**src/inc/ptf_pkg.sv**
```systemverilog
package ptf_pkg;
   // pci bus commands claimed
   localparam logic [3:0] PTF_CMD_MEM_RD = 4'h6;
   localparam logic [3:0] PTF_CMD_MEM_WR = 4'h7;

   // timing
   localparam int PTF_CLK_NS = 100;
   localparam int PTF_WE_PULSE_NS = 150;
   localparam int PTF_WE_CYC = (PTF_WE_PULSE_NS + PTF_CLK_NS - 1) / PTF_CLK_NS;

   // transaction clock numbers, clock 1 is the address phase
   localparam logic [3:0] PTF_C_DECODE = 4'h2;
   localparam logic [3:0] PTF_C_DEVSEL = 4'h4;
   localparam logic [3:0] PTF_C_RD_START = 4'h2;
   localparam logic [3:0] PTF_C_RD_SAMPLE = 4'h9;
   localparam logic [3:0] PTF_C_RD_DONE = 4'hA;
   localparam logic [3:0] PTF_C_WR_START = 4'h3;
   localparam logic [3:0] PTF_C_WE_END = PTF_C_WR_START + 4'(PTF_WE_CYC);
   localparam logic [3:0] PTF_C_WR_DONE = 4'h5;
   localparam logic [3:0] PTF_C_ROM_LO = 4'h6;
   localparam logic [3:0] PTF_C_ROM_HI_START = 4'h7;
   localparam logic [3:0] PTF_C_ROM_HI = 4'hB;
   localparam logic [3:0] PTF_C_ROM_DONE = 4'hC;
   localparam logic [3:0] PTF_C_ONE = 4'h1;

   // array geometry and address fields
   localparam int PTF_BANKS = 4;
   localparam int PTF_LANES = 4;
   localparam int PTF_CE_W = PTF_BANKS * PTF_LANES;
   localparam int PTF_WIN_LSB = 25;
   localparam int PTF_SZ2_LSB = 21;
   localparam int PTF_SZ8_LSB = 23;
   localparam int PTF_SZ16_LSB = 24;
   localparam int PTF_BANK_LSB = 23;
   localparam int PTF_DEV_LSB = 2;
   localparam int PTF_DEV_W = 21;
   localparam int PTF_ROM_WIN_LSB = 16;
   localparam int PTF_ROM_AW = 17;
   localparam int PTF_ROM_DW = 16;

   typedef enum logic [1:0] {
      PTF_SZ_2M = 2'h0,
      PTF_SZ_8M = 2'h1,
      PTF_SZ_16M = 2'h2,
      PTF_SZ_32M = 2'h3
   } ptf_size_e;

   typedef enum logic [2:0] {
      PTF_ST_IDLE = 3'h0,
      PTF_ST_DECODE = 3'h1,
      PTF_ST_WAIT = 3'h3,
      PTF_ST_DATA = 3'h2,
      PTF_ST_TURN = 3'h6,
      PTF_ST_HOLD = 3'h4
   } ptf_state_e;

   typedef enum logic [1:0] {
      PTF_K_RD = 2'h0,
      PTF_K_WR = 2'h1,
      PTF_K_ROM = 2'h2
   } ptf_kind_e;

   typedef struct packed {
      logic frame_n;
      logic irdy_n;
      logic [3:0] cbe_n;
      logic [31:0] ad;
   } ptf_pin_s;

   typedef struct packed {
      logic [PTF_CE_W-1:0] ce_n;
      logic oe_n;
      logic we_n;
      logic [PTF_DEV_W-1:0] addr;
      logic [31:0] dq;
      logic dq_oe;
   } ptf_flash_s;

   typedef struct packed {
      logic [PTF_ROM_AW-1:0] addr;
      logic ce_n;
      logic oe_n;
   } ptf_rom_s;

   localparam ptf_pin_s PTF_PIN_IDLE = '{frame_n: 1'b1, irdy_n: 1'b1, cbe_n: 4'hF, ad: 32'h0};
   localparam ptf_flash_s PTF_FLASH_IDLE = '{ce_n: '1, oe_n: 1'b1, we_n: 1'b1,
                                             addr: '0, dq: 32'h0, dq_oe: 1'b0};
   localparam ptf_rom_s PTF_ROM_IDLE = '{addr: '0, ce_n: 1'b1, oe_n: 1'b1};
endpackage

```
**src/hdl/ptf_sync.sv**
```systemverilog
`timescale 1ns/1ps
module ptf_sync #(
   parameter int W = 1,
   parameter logic [W-1:0] RESET_VAL = '0
) (
   // clock and reset
   input wire logic i_clk,
   input wire logic i_reset_n,
   // data
   input wire logic [W-1:0] i_d,
   output logic [W-1:0] o_q
);
   logic [W-1:0] meta_q;
   logic [W-1:0] sync_q;

   // two flops, first read only by second
   always_ff @(posedge i_clk or negedge i_reset_n) begin
      if (!i_reset_n) begin
         meta_q <= RESET_VAL;
         sync_q <= RESET_VAL;
      end else begin
         meta_q <= i_d;
         sync_q <= meta_q;
      end
   end

   assign o_q = sync_q;
endmodule // ptf_sync

```
**src/hdl/ptf_bank_dec.sv**
```systemverilog
`timescale 1ns/1ps
module ptf_bank_dec import ptf_pkg::*; (
   // address and configuration
   input wire logic [31:0] i_addr,
   input wire logic [31:0] i_base,
   input wire ptf_size_e i_size,
   // decode result
   output logic o_hit,
   output logic [PTF_BANKS-1:0] o_bank_ce,
   output logic [PTF_DEV_W-1:0] o_dev_addr
);
   logic fit;
   logic [1:0] bank;

   // size mode picks bank
   always_comb begin
      fit = 1'b0;
      bank = 2'h0;
      case (i_size)
         PTF_SZ_2M: fit = (i_addr[PTF_WIN_LSB-1:PTF_SZ2_LSB] == '0);
         PTF_SZ_8M: fit = (i_addr[PTF_WIN_LSB-1:PTF_SZ8_LSB] == '0);
         PTF_SZ_16M: begin
            fit = !i_addr[PTF_SZ16_LSB];
            bank = {1'b0, i_addr[PTF_BANK_LSB]};
         end
         PTF_SZ_32M: begin
            fit = 1'b1;
            bank = i_addr[PTF_BANK_LSB +: 2];
         end
         default: fit = 1'b0;
      endcase
   end

   assign o_hit = fit && (i_addr[31:PTF_WIN_LSB] == i_base[31:PTF_WIN_LSB]);
   // exactly one bank selected
   assign o_bank_ce = 4'h1 << bank;
   // device address from upper bits
   assign o_dev_addr = i_addr[PTF_DEV_LSB +: PTF_DEV_W];
endmodule // ptf_bank_dec

```
**src/hdl/ptf_bridge.sv**
```systemverilog
`timescale 1ns/1ps
// Function
// claim array reads with devsel asserted in clock four.
// read waits clocks five to nine, data with trdy and stop in ten.
// no bursts; every access ends in disconnect, stop with trdy.
// master accepts disconnect and reissues with next address itself.
// array write uses slow devsel and completes in five clocks with stop.
// software writes read array before expecting array data.
// erase is setup write then confirm write inside the block.
// status commands pass as plain writes, status as plain reads.
// flash accepts either of two program setup codes.
// write data held valid through the strobe rising edge.
// identifier reads return maker, device and lock codes by address.
// clear lock bits needs reset/power-down held high.
// word writes must not cross a double-word boundary.
// byte lane n goes to device n at upper address bits.
// software replicates command bytes over all four lanes.
// bank lock is lock code, confirm code, then all ones.
// one-device data steps addresses by four within a bank.
// four size modes: 2, 8, 16 and 32 Mbyte.
// full four by four array, still works with one or two banks.
// rom reads build a double word from x16 rom in twelve clocks.
// four banks of four byte-wide devices, bank from address.
// bank 0 bytes go to device selects zero through three.
// one bank's selects only; inactive byte enables select nothing.
// write strobe low long enough, raised before data and address released.
module ptf_bridge import ptf_pkg::*; (
   // clock and reset
   input wire logic i_clk,
   input wire logic i_reset_n,
   // pci pins
   input wire logic i_pci_frame_n,
   input wire logic i_pci_irdy_n,
   input wire logic [3:0] i_pci_cbe_n,
   input wire logic [31:0] i_pci_ad,
   output logic [31:0] o_pci_ad,
   output logic o_pci_ad_oe,
   output logic o_pci_par,
   output logic o_pci_par_oe,
   output logic o_pci_devsel_n,
   output logic o_pci_trdy_n,
   output logic o_pci_stop_n,
   output logic o_pci_ctl_oe,
   // configuration
   input wire logic [31:0] i_mem_base,
   input wire ptf_size_e i_size_mode,
   input wire logic [31:0] i_rom_base,
   input wire logic i_rom_enable,
   // flash array
   input wire logic [31:0] i_flash_dq,
   output ptf_flash_s o_flash,
   output logic o_flash_reset_powerdown_n,
   // expansion rom
   input wire logic [PTF_ROM_DW-1:0] i_rom_dq,
   output ptf_rom_s o_rom
);
   ptf_pin_s pin_raw;
   ptf_pin_s pin_s;
   logic [31:0] fl_dq_s;
   logic [PTF_ROM_DW-1:0] rom_dq_s;
   ptf_state_e state_q, state_d;
   ptf_kind_e kind_q, kind_d;
   logic [3:0] cnt_q, cnt_d;
   logic [3:0] cmd_q, cmd_d;
   logic [3:0] be_q, be_d;
   logic [31:0] addr_q, addr_d;
   logic [31:0] data_q, data_d;
   logic arr_hit;
   logic rom_hit;
   logic [PTF_BANKS-1:0] bank_ce;
   logic [PTF_DEV_W-1:0] dev_addr;
   logic [3:0] done_cnt;
   logic active;
   ptf_flash_s fl_q, fl_d;
   ptf_rom_s rom_q, rom_d;
   logic par_q, par_d;
   logic par_oe_q, par_oe_d;
   logic rp_q;
   logic fl_on;
   logic rom_on;
   logic [31:0] mem_base_s;
   logic [1:0] size_bits;
   ptf_size_e size_s;
   logic [31:0] rom_base_s;
   logic rom_en_s;
   logic rp_d;

   assign pin_raw = '{frame_n: i_pci_frame_n, irdy_n: i_pci_irdy_n,
                      cbe_n: i_pci_cbe_n, ad: i_pci_ad};

   ptf_sync #(.W($bits(ptf_pin_s)), .RESET_VAL(PTF_PIN_IDLE)) u_pin_sync (
      .i_clk(i_clk),
      .i_reset_n(i_reset_n),
      .i_d(pin_raw),
      .o_q(pin_s)
   );

   ptf_sync #(.W(32 + PTF_ROM_DW), .RESET_VAL('0)) u_dq_sync (
      .i_clk(i_clk),
      .i_reset_n(i_reset_n),
      .i_d({i_flash_dq, i_rom_dq}),
      .o_q({fl_dq_s, rom_dq_s})
   );

   // configuration straps pass two flops like the pci and data pins
   ptf_sync #(.W(32 + $bits(size_bits) + 32 + 1), .RESET_VAL('0)) u_cfg_sync (
      .i_clk(i_clk),
      .i_reset_n(i_reset_n),
      .i_d({i_mem_base, i_size_mode, i_rom_base, i_rom_enable}),
      .o_q({mem_base_s, size_bits, rom_base_s, rom_en_s})
   );
   assign size_s = ptf_size_e'(size_bits);

   ptf_bank_dec u_dec (
      .i_addr(addr_q),
      .i_base(mem_base_s),
      .i_size(size_s),
      .o_hit(arr_hit),
      .o_bank_ce(bank_ce),
      .o_dev_addr(dev_addr)
   );

   assign rom_hit = rom_en_s &&
                    (addr_q[31:PTF_ROM_WIN_LSB] == rom_base_s[31:PTF_ROM_WIN_LSB]);

   // clock at which trdy and stop come
   always_comb begin
      case (kind_q)
         PTF_K_WR: done_cnt = PTF_C_WR_DONE;
         PTF_K_ROM: done_cnt = PTF_C_ROM_DONE;
         default: done_cnt = PTF_C_RD_DONE;
      endcase
   end

   // transaction sequencer
   always_comb begin
      state_d = state_q;
      kind_d = kind_q;
      cnt_d = cnt_q;
      cmd_d = cmd_q;
      be_d = be_q;
      addr_d = addr_q;
      data_d = data_q;
      case (state_q)
         PTF_ST_IDLE: begin
            if (!pin_s.frame_n) begin
               addr_d = pin_s.ad;
               cmd_d = pin_s.cbe_n;
               cnt_d = PTF_C_DECODE;
               state_d = PTF_ST_DECODE;
            end
         end
         PTF_ST_DECODE: begin
            be_d = pin_s.cbe_n;
            if (cmd_q == PTF_CMD_MEM_RD && rom_hit) begin
               kind_d = PTF_K_ROM;
               cnt_d = cnt_q + PTF_C_ONE;
               state_d = PTF_ST_WAIT;
            end else if (cmd_q == PTF_CMD_MEM_RD && arr_hit) begin
               kind_d = PTF_K_RD;
               cnt_d = cnt_q + PTF_C_ONE;
               state_d = PTF_ST_WAIT;
            end else if (cmd_q == PTF_CMD_MEM_WR && arr_hit) begin
               // write data taken once the master has it ready
               if (!pin_s.irdy_n) begin
                  data_d = pin_s.ad;
                  kind_d = PTF_K_WR;
                  cnt_d = cnt_q + PTF_C_ONE;
                  state_d = PTF_ST_WAIT;
               end else if (pin_s.frame_n && pin_s.irdy_n) begin
                  // master gave up before its data phase
                  state_d = PTF_ST_HOLD;
               end
            end else begin
               state_d = PTF_ST_HOLD;
            end
         end
         PTF_ST_WAIT: begin
            cnt_d = cnt_q + PTF_C_ONE;
            // flash byte lanes sampled
            if (kind_q == PTF_K_RD && cnt_q == PTF_C_RD_SAMPLE) begin
               data_d = fl_dq_s;
            end
            // two rom halves sampled
            if (kind_q == PTF_K_ROM && cnt_q == PTF_C_ROM_LO) begin
               data_d[PTF_ROM_DW-1:0] = rom_dq_s;
            end
            if (kind_q == PTF_K_ROM && cnt_q == PTF_C_ROM_HI) begin
               data_d[31:PTF_ROM_DW] = rom_dq_s;
            end
            if (cnt_d == done_cnt) begin
               state_d = PTF_ST_DATA;
            end
         end
         PTF_ST_DATA: begin
            // single data phase then leave
            if (!pin_s.irdy_n) begin
               state_d = PTF_ST_TURN;
            end
         end
         PTF_ST_TURN: state_d = PTF_ST_HOLD;
         PTF_ST_HOLD: begin
            if (pin_s.frame_n && pin_s.irdy_n) begin
               state_d = PTF_ST_IDLE;
            end
         end
         default: state_d = PTF_ST_IDLE;
      endcase
   end

   always_ff @(posedge i_clk or negedge i_reset_n) begin
      if (!i_reset_n) begin
         state_q <= PTF_ST_IDLE;
         kind_q <= PTF_K_RD;
         cnt_q <= '0;
         cmd_q <= '0;
         be_q <= 4'hF;
         addr_q <= '0;
         data_q <= '0;
      end else begin
         state_q <= state_d;
         kind_q <= kind_d;
         cnt_q <= cnt_d;
         cmd_q <= cmd_d;
         be_q <= be_d;
         addr_q <= addr_d;
         data_q <= data_d;
      end
   end

   // target handshake on the pci side
   assign active = (state_q == PTF_ST_WAIT) || (state_q == PTF_ST_DATA);
   // slow devsel from clock four
   assign o_pci_devsel_n = !(active && cnt_q >= PTF_C_DEVSEL);
   // trdy with stop, disconnect
   assign o_pci_trdy_n = !(state_q == PTF_ST_DATA);
   assign o_pci_stop_n = !(state_q == PTF_ST_DATA);
   assign o_pci_ctl_oe = active || (state_q == PTF_ST_TURN);
   // read data returned as plain read
   assign o_pci_ad = data_q;
   assign o_pci_ad_oe = (state_q == PTF_ST_DATA) && (kind_q != PTF_K_WR);
   assign o_pci_par = par_q;
   assign o_pci_par_oe = par_oe_q;

   assign fl_on = (state_d == PTF_ST_WAIT) || (state_d == PTF_ST_DATA);
   assign rom_on = fl_on && (kind_d == PTF_K_ROM) && (cnt_d >= PTF_C_RD_START);

   // parity over ad and byte enables, one clock behind the data
   always_comb begin
      par_d = ^{data_q, be_q};
      par_oe_d = o_pci_ad_oe;
      rp_d = 1'b1;
   end

   // flash and rom strobes
   always_comb begin
      fl_d = PTF_FLASH_IDLE;
      rom_d = PTF_ROM_IDLE;
      fl_d.addr = dev_addr;
      fl_d.dq = data_d;
      // lane n to device n of one bank
      if (fl_on && ((kind_d == PTF_K_RD && cnt_d >= PTF_C_RD_START) ||
                    (kind_d == PTF_K_WR && cnt_d >= PTF_C_WR_START))) begin
         for (int b = 0; b < PTF_BANKS; b++) begin
            for (int l = 0; l < PTF_LANES; l++) begin
               fl_d.ce_n[b * PTF_LANES + l] = !(bank_ce[b] && !be_d[l]);
            end
         end
      end
      // reads pass any flash mode's data
      fl_d.oe_n = !(fl_on && kind_d == PTF_K_RD && cnt_d >= PTF_C_RD_START);
      // data held, strobe raised first
      fl_d.dq_oe = fl_on && (kind_d == PTF_K_WR) && (cnt_d >= PTF_C_WR_START);
      // command bytes passed unchanged
      fl_d.we_n = !((state_d == PTF_ST_WAIT) && (kind_d == PTF_K_WR) &&
                    (cnt_d >= PTF_C_WR_START) && (cnt_d < PTF_C_WE_END));
      // low then high half word
      rom_d.addr = {addr_q[PTF_DEV_LSB +: PTF_ROM_AW - 1], cnt_d >= PTF_C_ROM_HI_START};
      rom_d.ce_n = !rom_on;
      rom_d.oe_n = !rom_on;
   end

   always_ff @(posedge i_clk or negedge i_reset_n) begin
      if (!i_reset_n) begin
         fl_q <= PTF_FLASH_IDLE;
         rom_q <= PTF_ROM_IDLE;
         par_q <= 1'b0;
         par_oe_q <= 1'b0;
         rp_q <= 1'b0;
      end else begin
         fl_q <= fl_d;
         rom_q <= rom_d;
         par_q <= par_d;
         par_oe_q <= par_oe_d;
         // reset/power-down held high
         rp_q <= rp_d;
      end
   end

   assign o_flash = fl_q;
   assign o_rom = rom_q;
   assign o_flash_reset_powerdown_n = rp_q;
endmodule // ptf_bridge

```
**config.mk**
```make
export PLATFORM = sky130hd
export DESIGN_NAME = ptf_bridge
export DESIGN_NICKNAME = d
export VERILOG_FILES = /design/src/inc/ptf_pkg.sv /design/src/hdl/ptf_sync.sv /design/src/hdl/ptf_bank_dec.sv /design/src/hdl/ptf_bridge.sv
export SDC_FILE = /design/constraint.sdc
export NUM_CORES = 1
export LEC_CHECK = 0
export BUFFER_PORTS_ARGS = -buffer_cell sky130_fd_sc_hd__buf_4
export CAP_MARGIN = 20
export CORE_MARGIN = 2
export CORE_UTILIZATION = 43
export CTS_CLUSTER_SIZE = 12
export DETAILED_ROUTE_END_ITERATION = 8
export GPL_ROUTABILITY_DRIVEN = 0
export PLACE_DENSITY_LB_ADDON = 0.05
export SYNTH_ARGS = -nofsm -noshare
export SYNTH_HDL_FRONTEND = slang
export SYNTH_SLANG_ARGS = --single-unit
```
**constraint.sdc**
```tcl
create_clock -name i_clk -period 2.58 [get_ports i_clk]
set_input_delay 0.129 -clock i_clk [delete_from_list [all_inputs] [get_ports i_clk]]
set_output_delay 0.129 -clock i_clk [all_outputs]
set_load 0.1 [all_outputs]
```
==> impl_metrics.env, run 1 <==
export IMPL_status="complete, no violations"
export IMPL_async_flop_share_pct=100
export IMPL_numCtsBuffers=37
export IMPL_grt_use_met2_pct=30.2
export IMPL_io_buffers=244
export IMPL_setup_viol=0
export IMPL_hold_ws_ps=214
export IMPL_synth_cell_types=62
export IMPL_clock_fmax_mhz=395
export IMPL_num_antenna_cells=0
export IMPL_grt_busiest_layer="met2"
export IMPL_critPathRequiredTime_ps=3030
export IMPL_cts_buffer_depth=3
export IMPL_multiInputGateArea_um2=3060
export IMPL_coreArea_um2=27900
export IMPL_grt_max_degree=84
export IMPL_grt_use_met3_pct=3.32
export IMPL_nNetsFinal=1349
export IMPL_cts_tree="built"
export IMPL_synth_fp_nets=996
export IMPL_initial_core_util_pct=44.0
export IMPL_seq_area_um2=8750
export IMPL_drive_gt1_share_pct=37.8
export IMPL_yosys_area_top_type="dfrtp_1"
export IMPL_synth_main_ff_cell="dfrtp_1"
export IMPL_synth_seq_cells=348
export IMPL_hold_violations=0
export IMPL_die_h_um=173
export IMPL_seqPwrFrac_pct=40.5
export IMPL_skew_ps=13.0
export IMPL_rows=61
export IMPL_cp_top_family="compound AO/OA/AOI/OAI gates"
export IMPL_drv_cap=0
export IMPL_netlist_instances=835
export IMPL_grt_use_total_pct=18.6
export IMPL_leakagePower_nw=7.99
export IMPL_cts_root_buf="clkbuf_16"
export IMPL_final_antenna_net_count=0
export IMPL_avgRoutedWirePerCell_um=17.4
export IMPL_drc=0
export IMPL_grt_use_met1_pct=26.4
export IMPL_worstMarginPinSlew_ps=681
export IMPL_maxSlewViolCount=0
export IMPL_firstDrtPassIters=5
export IMPL_synth_top_area_share_pct=63.8
export IMPL_htreeDepth=2
export IMPL_die_w_um=173
export IMPL_worstSetupStartpointType="flop"
export IMPL_intPower_mw=10.5
export IMPL_path_clk_slew_ps=60
export IMPL_irDropWorstVdd_mv=0.760
export IMPL_antenna_found_initial=0
export IMPL_first_iter_violations=298
export IMPL_synth_most_common_cell="dfrtp_1"
export IMPL_syn_avg_cell_area_um2=14.7
export IMPL_critPathCaptureType="flop"
export IMPL_area_growth_pct=36.6
export IMPL_via_count=7346
export IMPL_synth_edf_count=0
export IMPL_rsz0062_at_grt="yes"
export IMPL_grt_pass1_vias=7636
export IMPL_cts_sinks=348
export IMPL_fin_crit_ps=2530
export IMPL_p_sw_share_pct=36.1
export IMPL_fillers=2273
export IMPL_path_cells="xor2_2 -> a2111oi_4 -> and4b_2 -> buf_4 -> nand4_1 -> and3_1 -> a31o_1 -> a211o_1 -> nand3_1"
export IMPL_yosysWarnings=0
export IMPL_synthTopCellsByArea="dfrtp_1 64%, dfstp_2 7.5%, mux2_2 5.7%, buf_4 3.2%, mux2i_1 2.7%"
export IMPL_p_per_area_nw_per_um2=976
export IMPL_finalWirelength_mm=27.7
export IMPL_dieArea_um2=29900
export IMPL_stdcell_area_um2=16800
export IMPL_p_clk_share_pct=30.5
export IMPL_p_sw_mw=5.90
export IMPL_r2r_slack_ps=50
export IMPL_grt_pass1_wl_mm=43.5
export IMPL_ys_seq_area_share_pct=71.3
export IMPL_via_per_inst=4.63
export IMPL_crit_slowest_cell="a2111oi_4"
export IMPL_hpwl_mm=18.5
export IMPL_cp_arrival_ps=2980
export IMPL_comb_power_share_pct=28.9
export IMPL_cp_num_buf_inv=1
export IMPL_worst_setup_path_type="flop to flop"
export IMPL_cp_max_fo=3
export IMPL_clock_latency_ps=510
export IMPL_grt_remaining_overflow=0
export IMPL_min_period_over_period_pct=98.0
export IMPL_synth_commonest_cells="313 x dfrtp_1, 66 x nand2_1, 62 x mux2_2, 52 x buf_4, 37 x o21ai_0"
export IMPL_netlist_area_um2=12300
export IMPL_ioPinCount=286
export IMPL_relSlewSlack_pct=54.6
export IMPL_final_util_pct=60.0
export IMPL_crit_path_max_incr_delay_ps=450
export IMPL_hold_class="primary input to asynchronous set/reset pin"
export IMPL_place_area_um2=14400
[layer usage]
layer,wire [um],part of all wire [%],vias to the layer above
met5,0,0,-
met4,473,1.7,0
met3,1340,4.8,38
met2,13500,49,215
met1,12400,45,3656
li1,-,-,3437
[path summary, 6_finish.rpt]
kind | startpoint | to | depth (start not counted)
max | addr_q[25]$_DFFE_PN0P_ | o_flash[61]$_DFF_PN1_ | 9
min | i_reset_n | o_flash[0]$_DFF_PN0_ | 2
max reg2reg | addr_q[25]$_DFFE_PN0P_ | o_flash[61]$_DFF_PN1_ | 9
min reg2reg | u_dq_sync.meta_q[13]$_DFF_PN0_ | u_dq_sync.o_q[13]$_DFF_PN0_ | 0
max in group asynchronous | i_reset_n | u_cfg_sync.meta_q[17]$_DFF_PN0_ | 3
min in group i_clk | i_rom_dq[3] | u_dq_sync.meta_q[3]$_DFF_PN0_ | 2
[sequential cells by signal, indices dropped and copies added, names as in the netlist]
register and count:
u_cfg_sync.meta_q 26, o_flash_reset_powerdown_n 1, o_pci_par 1, be_q 4, o_rom 17, cmd_q 4, cnt_q 4, u_pin_sync.meta_q 38
addr_q 30, state_q 3, u_pin_sync.o_q 38, o_flash 57, kind_q 2, u_dq_sync.meta_q 48, u_dq_sync.o_q 48, u_cfg_sync.o_q 26
o_pci_par_oe 1
[power groups by stage]
stage | logic (mW) | registers (mW) | clock network, mW
detailed placement | 4.59 | 6.74 | 0
CTS | 4.74 | 6.65 | 5.16
global placement | 4.56 | 6.72 | 0
global route | 4.95 | 6.73 | 5.38
finish | 4.73 | 6.63 | 5.00
floorplan | 2.32 | 7.93 | 0
[logic make-up (layout without fill, tap and decap cells)]
kind of cell    Yosys count  count (layout)  share of synthesized area (%)
flops                   348             348                           71.3
compound gates           82              83                           4.56
fa+ha+maj                 6               6                          0.611
xor+xnor                 60              60                           4.28
mux                     100             100                           8.83
buf+inv                  85             459                           4.36
simple gates            153             153                           6.06
other cells               1               1                         0.0305
[per-stage QoR]
stage               setup slack (ps)  setup TNS, ps  power (mW)  instances
floorplan                      -55.9          -55.9        10.2        835
global placement                63.5              0        11.3       1407
detailed placement              50.8              0        11.3       1407
CTS                             22.9              0        16.5       1581
global route                   -61.9           -401        17.1       1588
finish                          51.0              0        16.4       1588
[cells in the final DEF (no fill, tap or decap), types with 3 or more instances in the layout]
master / instances
nand3_1: 11
nand4_1: 7
nand2b_1: 3
nor2b_1: 3
clkbuf_8: 6
xnor2_1: 34
dfstp_2: 35
buf_12: 8
mux2i_1: 33
dlygate4sd3_1: 113
nand2_1: 64
a21oi_1: 14
buf_4: 263
mux2_2: 61
clkbuf_16: 40
dfrtp_1: 312
xor2_1: 25
nor2_1: 33
nand2_2: 13
o21ai_0: 36
ha_1: 6
clkbuf_1: 11
nor4_1: 3
inv_1: 13
mux2_1: 5
[area by class of cell]
class,instances,share of cell area (%)
clock inverters,4,0.157
multi-input cells,403,18.3
flip-flops and latches,348,52.2
inverters,13,0.291
well taps,378,2.82
repair buffers,385,19.6
clock buffers,57,6.71
[timing repair]
item	4_1_cts	5_1_grt
hold buffers	113	0
endpoints found under the hold margin	177	0
buffers inserted	0	6
gates resized for setup	0	11
setup endpoints to repair	0	18
Power figures use the tool's default switching activity.
==> run 2: changes to the inputs <==
Settings changed: BUFFER_PORTS_ARGS -buffer_cell sky130_fd_sc_hd__buf_4 to -buffer_cell sky130_fd_sc_hd__clkbuf_2.
==> impl_metrics.env, run 2 (synthesis gave the netlist of run 1 again) <==
export IMPL_status="complete, no violations"
export IMPL_layout_common_cells="311 x dfrtp_1, 243 x clkbuf_2, 113 x dlygate4sd3_1"
export IMPL_startpoint="addr_q[25]$_DFFE_PN0P_"
export IMPL_first_iter_violations=314
export IMPL_ioPinCount=286
export IMPL_finalNonFillerCells=1591
export IMPL_leakagePower_nw=7.86
export IMPL_die_h_um=173
export IMPL_crit_slowest_cell="dfrtp_1"
export IMPL_io_buffers=244
export IMPL_cp_arrival_ps=3010
export IMPL_clock_fmax_mhz=391
export IMPL_numCtsBuffers=38
export IMPL_cp_top_family="compound AO/OA/AOI/OAI gates"
export IMPL_cts_root_buf="clkbuf_16"
export IMPL_rows=61
export IMPL_drc=0
export IMPL_coreArea_um2=27900
export IMPL_worst_setup_path_type="flop to flop"
export IMPL_nNetsFinal=1350
export IMPL_antenna_found_initial=1
export IMPL_path_clk_slew_ps=60
export IMPL_avgRoutedWirePerCell_um=17.4
export IMPL_final_common_cell="dfrtp_1"
export IMPL_grt_pass1_vias=7496
export IMPL_cp_max_fo=8
export IMPL_fillers=2268
export IMPL_p_sw_share_pct=36.8
export IMPL_path_cells="xor2_2 -> a2111oi_4 -> buf_4 -> nand4b_4 -> o22ai_4 -> mux2_4 -> o21a_4 -> a31o_4 -> nand2_1"
export IMPL_htreeDepth=2
export IMPL_critPathCaptureType="flop"
export IMPL_seqPwrFrac_pct=40.8
export IMPL_initial_core_util_pct=44.0
export IMPL_p_per_area_nw_per_um2=996
export IMPL_fin_crit_ps=2560
export IMPL_grt_remaining_overflow=0
export IMPL_hpwl_mm=18.0
export IMPL_place_inst=1406
export IMPL_hold_ws_ps=204
export IMPL_drv_cap=0
export IMPL_area_growth_pct=32.6
export IMPL_finalWirelength_mm=27.6
export IMPL_skew_ps=16.9
export IMPL_largest_register_ffs=57
export IMPL_crit_path_max_incr_delay_ps=420
export IMPL_min_period_over_period_pct=99.2
export IMPL_num_antenna_cells=0
export IMPL_relSlewSlack_pct=54.3
export IMPL_worstMarginPinSlew_ps=686
export IMPL_dieArea_um2=29900
export IMPL_rsz0062_at_grt="yes"
export IMPL_setup_viol=0
export IMPL_cts_sinks=348
export IMPL_worstReg2RegStart="addr_q[25]$_DFFE_PN0P_"
export IMPL_hold_class="primary input to asynchronous set/reset pin"
export IMPL_cts_buffer_depth=3
export IMPL_maxSlewViolCount=0
export IMPL_clock_latency_ps=520
export IMPL_hold_violations=0
export IMPL_die_w_um=173
export IMPL_cts_tree="built"
export IMPL_critPathRequiredTime_ps=3030
export IMPL_grt_max_degree=90
export IMPL_intPower_mw=10.3
export IMPL_via_count=7344
export IMPL_p_sw_mw=5.97
export IMPL_p_clk_share_pct=31.3
export IMPL_drive_gt1_share_pct=38.5
export IMPL_grt_pass1_wl_mm=42.4
export IMPL_cp_num_buf_inv=1
export IMPL_final_antenna_net_count=0
export IMPL_worstSetupStartpointType="flop"
export IMPL_final_util_pct=58.3
export IMPL_via_per_inst=4.62
export IMPL_firstDrtPassIters=4
export IMPL_irDropWorstVdd_mv=1.39
export IMPL_comb_power_share_pct=27.9
export IMPL_grt_use_total_pct=18.4
## run 2: changes by cell type in the layout (fill, tap and decap cells not counted), sizes merged
cell,delta
clkbuf,+243
bufinv,+1
clkinvlp,-1
buf,-244
clkinv,+4
## run 2: final timing paths
kind,end,slack (ps),cells past startpoint
worst min-delay path,cnt_q[2]$_DFF_PN0_,200,2
worst min register to register,u_cfg_sync.o_q[20]$_DFF_PN0_,340,0
min in group i_clk,u_dq_sync.meta_q[34]$_DFF_PN0_,250,2
max in group asynchronous,u_cfg_sync.o_q[61]$_DFF_PN0_,1410,3
worst max register to register,o_flash[56]$_DFF_PN1_,20,9
worst max-delay path,o_flash[56]$_DFF_PN1_,20,9
## run 2: repair_timing
action / in CTS / in global routing
hold endpoints to repair: 170 / 0
resized for setup: 0 / 29
setup buffers: 0 / 6
hold buffers: 113 / 0
setup endpoints to repair: 0 / 51
## run 2: layout make-up
class                      instances  area, um2  area share, %
sequential                       348       8750           53.7
multi-input combinational        403       3150           19.3
timing repair buffer             385       2690           16.5
clock buffer                      56       1080           6.64
tap                              378        473           2.90
clock inverter                     8       97.6          0.599
inverter                          13       48.8          0.300
## run 2: metal layers
layer	vias to the layer above	GRT usage, %	wire length (um)
met5	-	0	0
met4	0	5.26	496
met3	43	3.06	1310
met2	224	29.7	13300
met1	3629	25.9	12500
li1	3448	-	-
## run 2: power by group through the flow
stage | Combinational [mW] | Clock, mW | Sequential, mW
after floorplan | 2.32 | 0 | 7.93
after global placement | 4.33 | 0 | 6.70
after detailed placement | 4.34 | 0 | 6.71
after CTS | 4.49 | 5.24 | 6.63
after global routing | 4.73 | 5.46 | 6.71
final | 4.52 | 5.08 | 6.62
## run 2: through the flow
| stage | power [mW] | cell area (um2) | setup slack (ps) | setup TNS [ps] |
|---|---|---|---|---|
| 2_1_floorplan | 10.2 | 12300 | -55.9 | -55.9 |
| 3_3_place_gp | 11.0 | 13800 | 75.3 | 0 |
| 3_5_place_dp | 11.1 | 13800 | 34.2 | 0 |
| 4_1_cts | 16.4 | 16100 | 8.73 | 0 |
| 5_1_grt | 16.9 | 16300 | -80.6 | -856 |
| 6_report | 16.2 | 16300 | 21.3 | 0 |
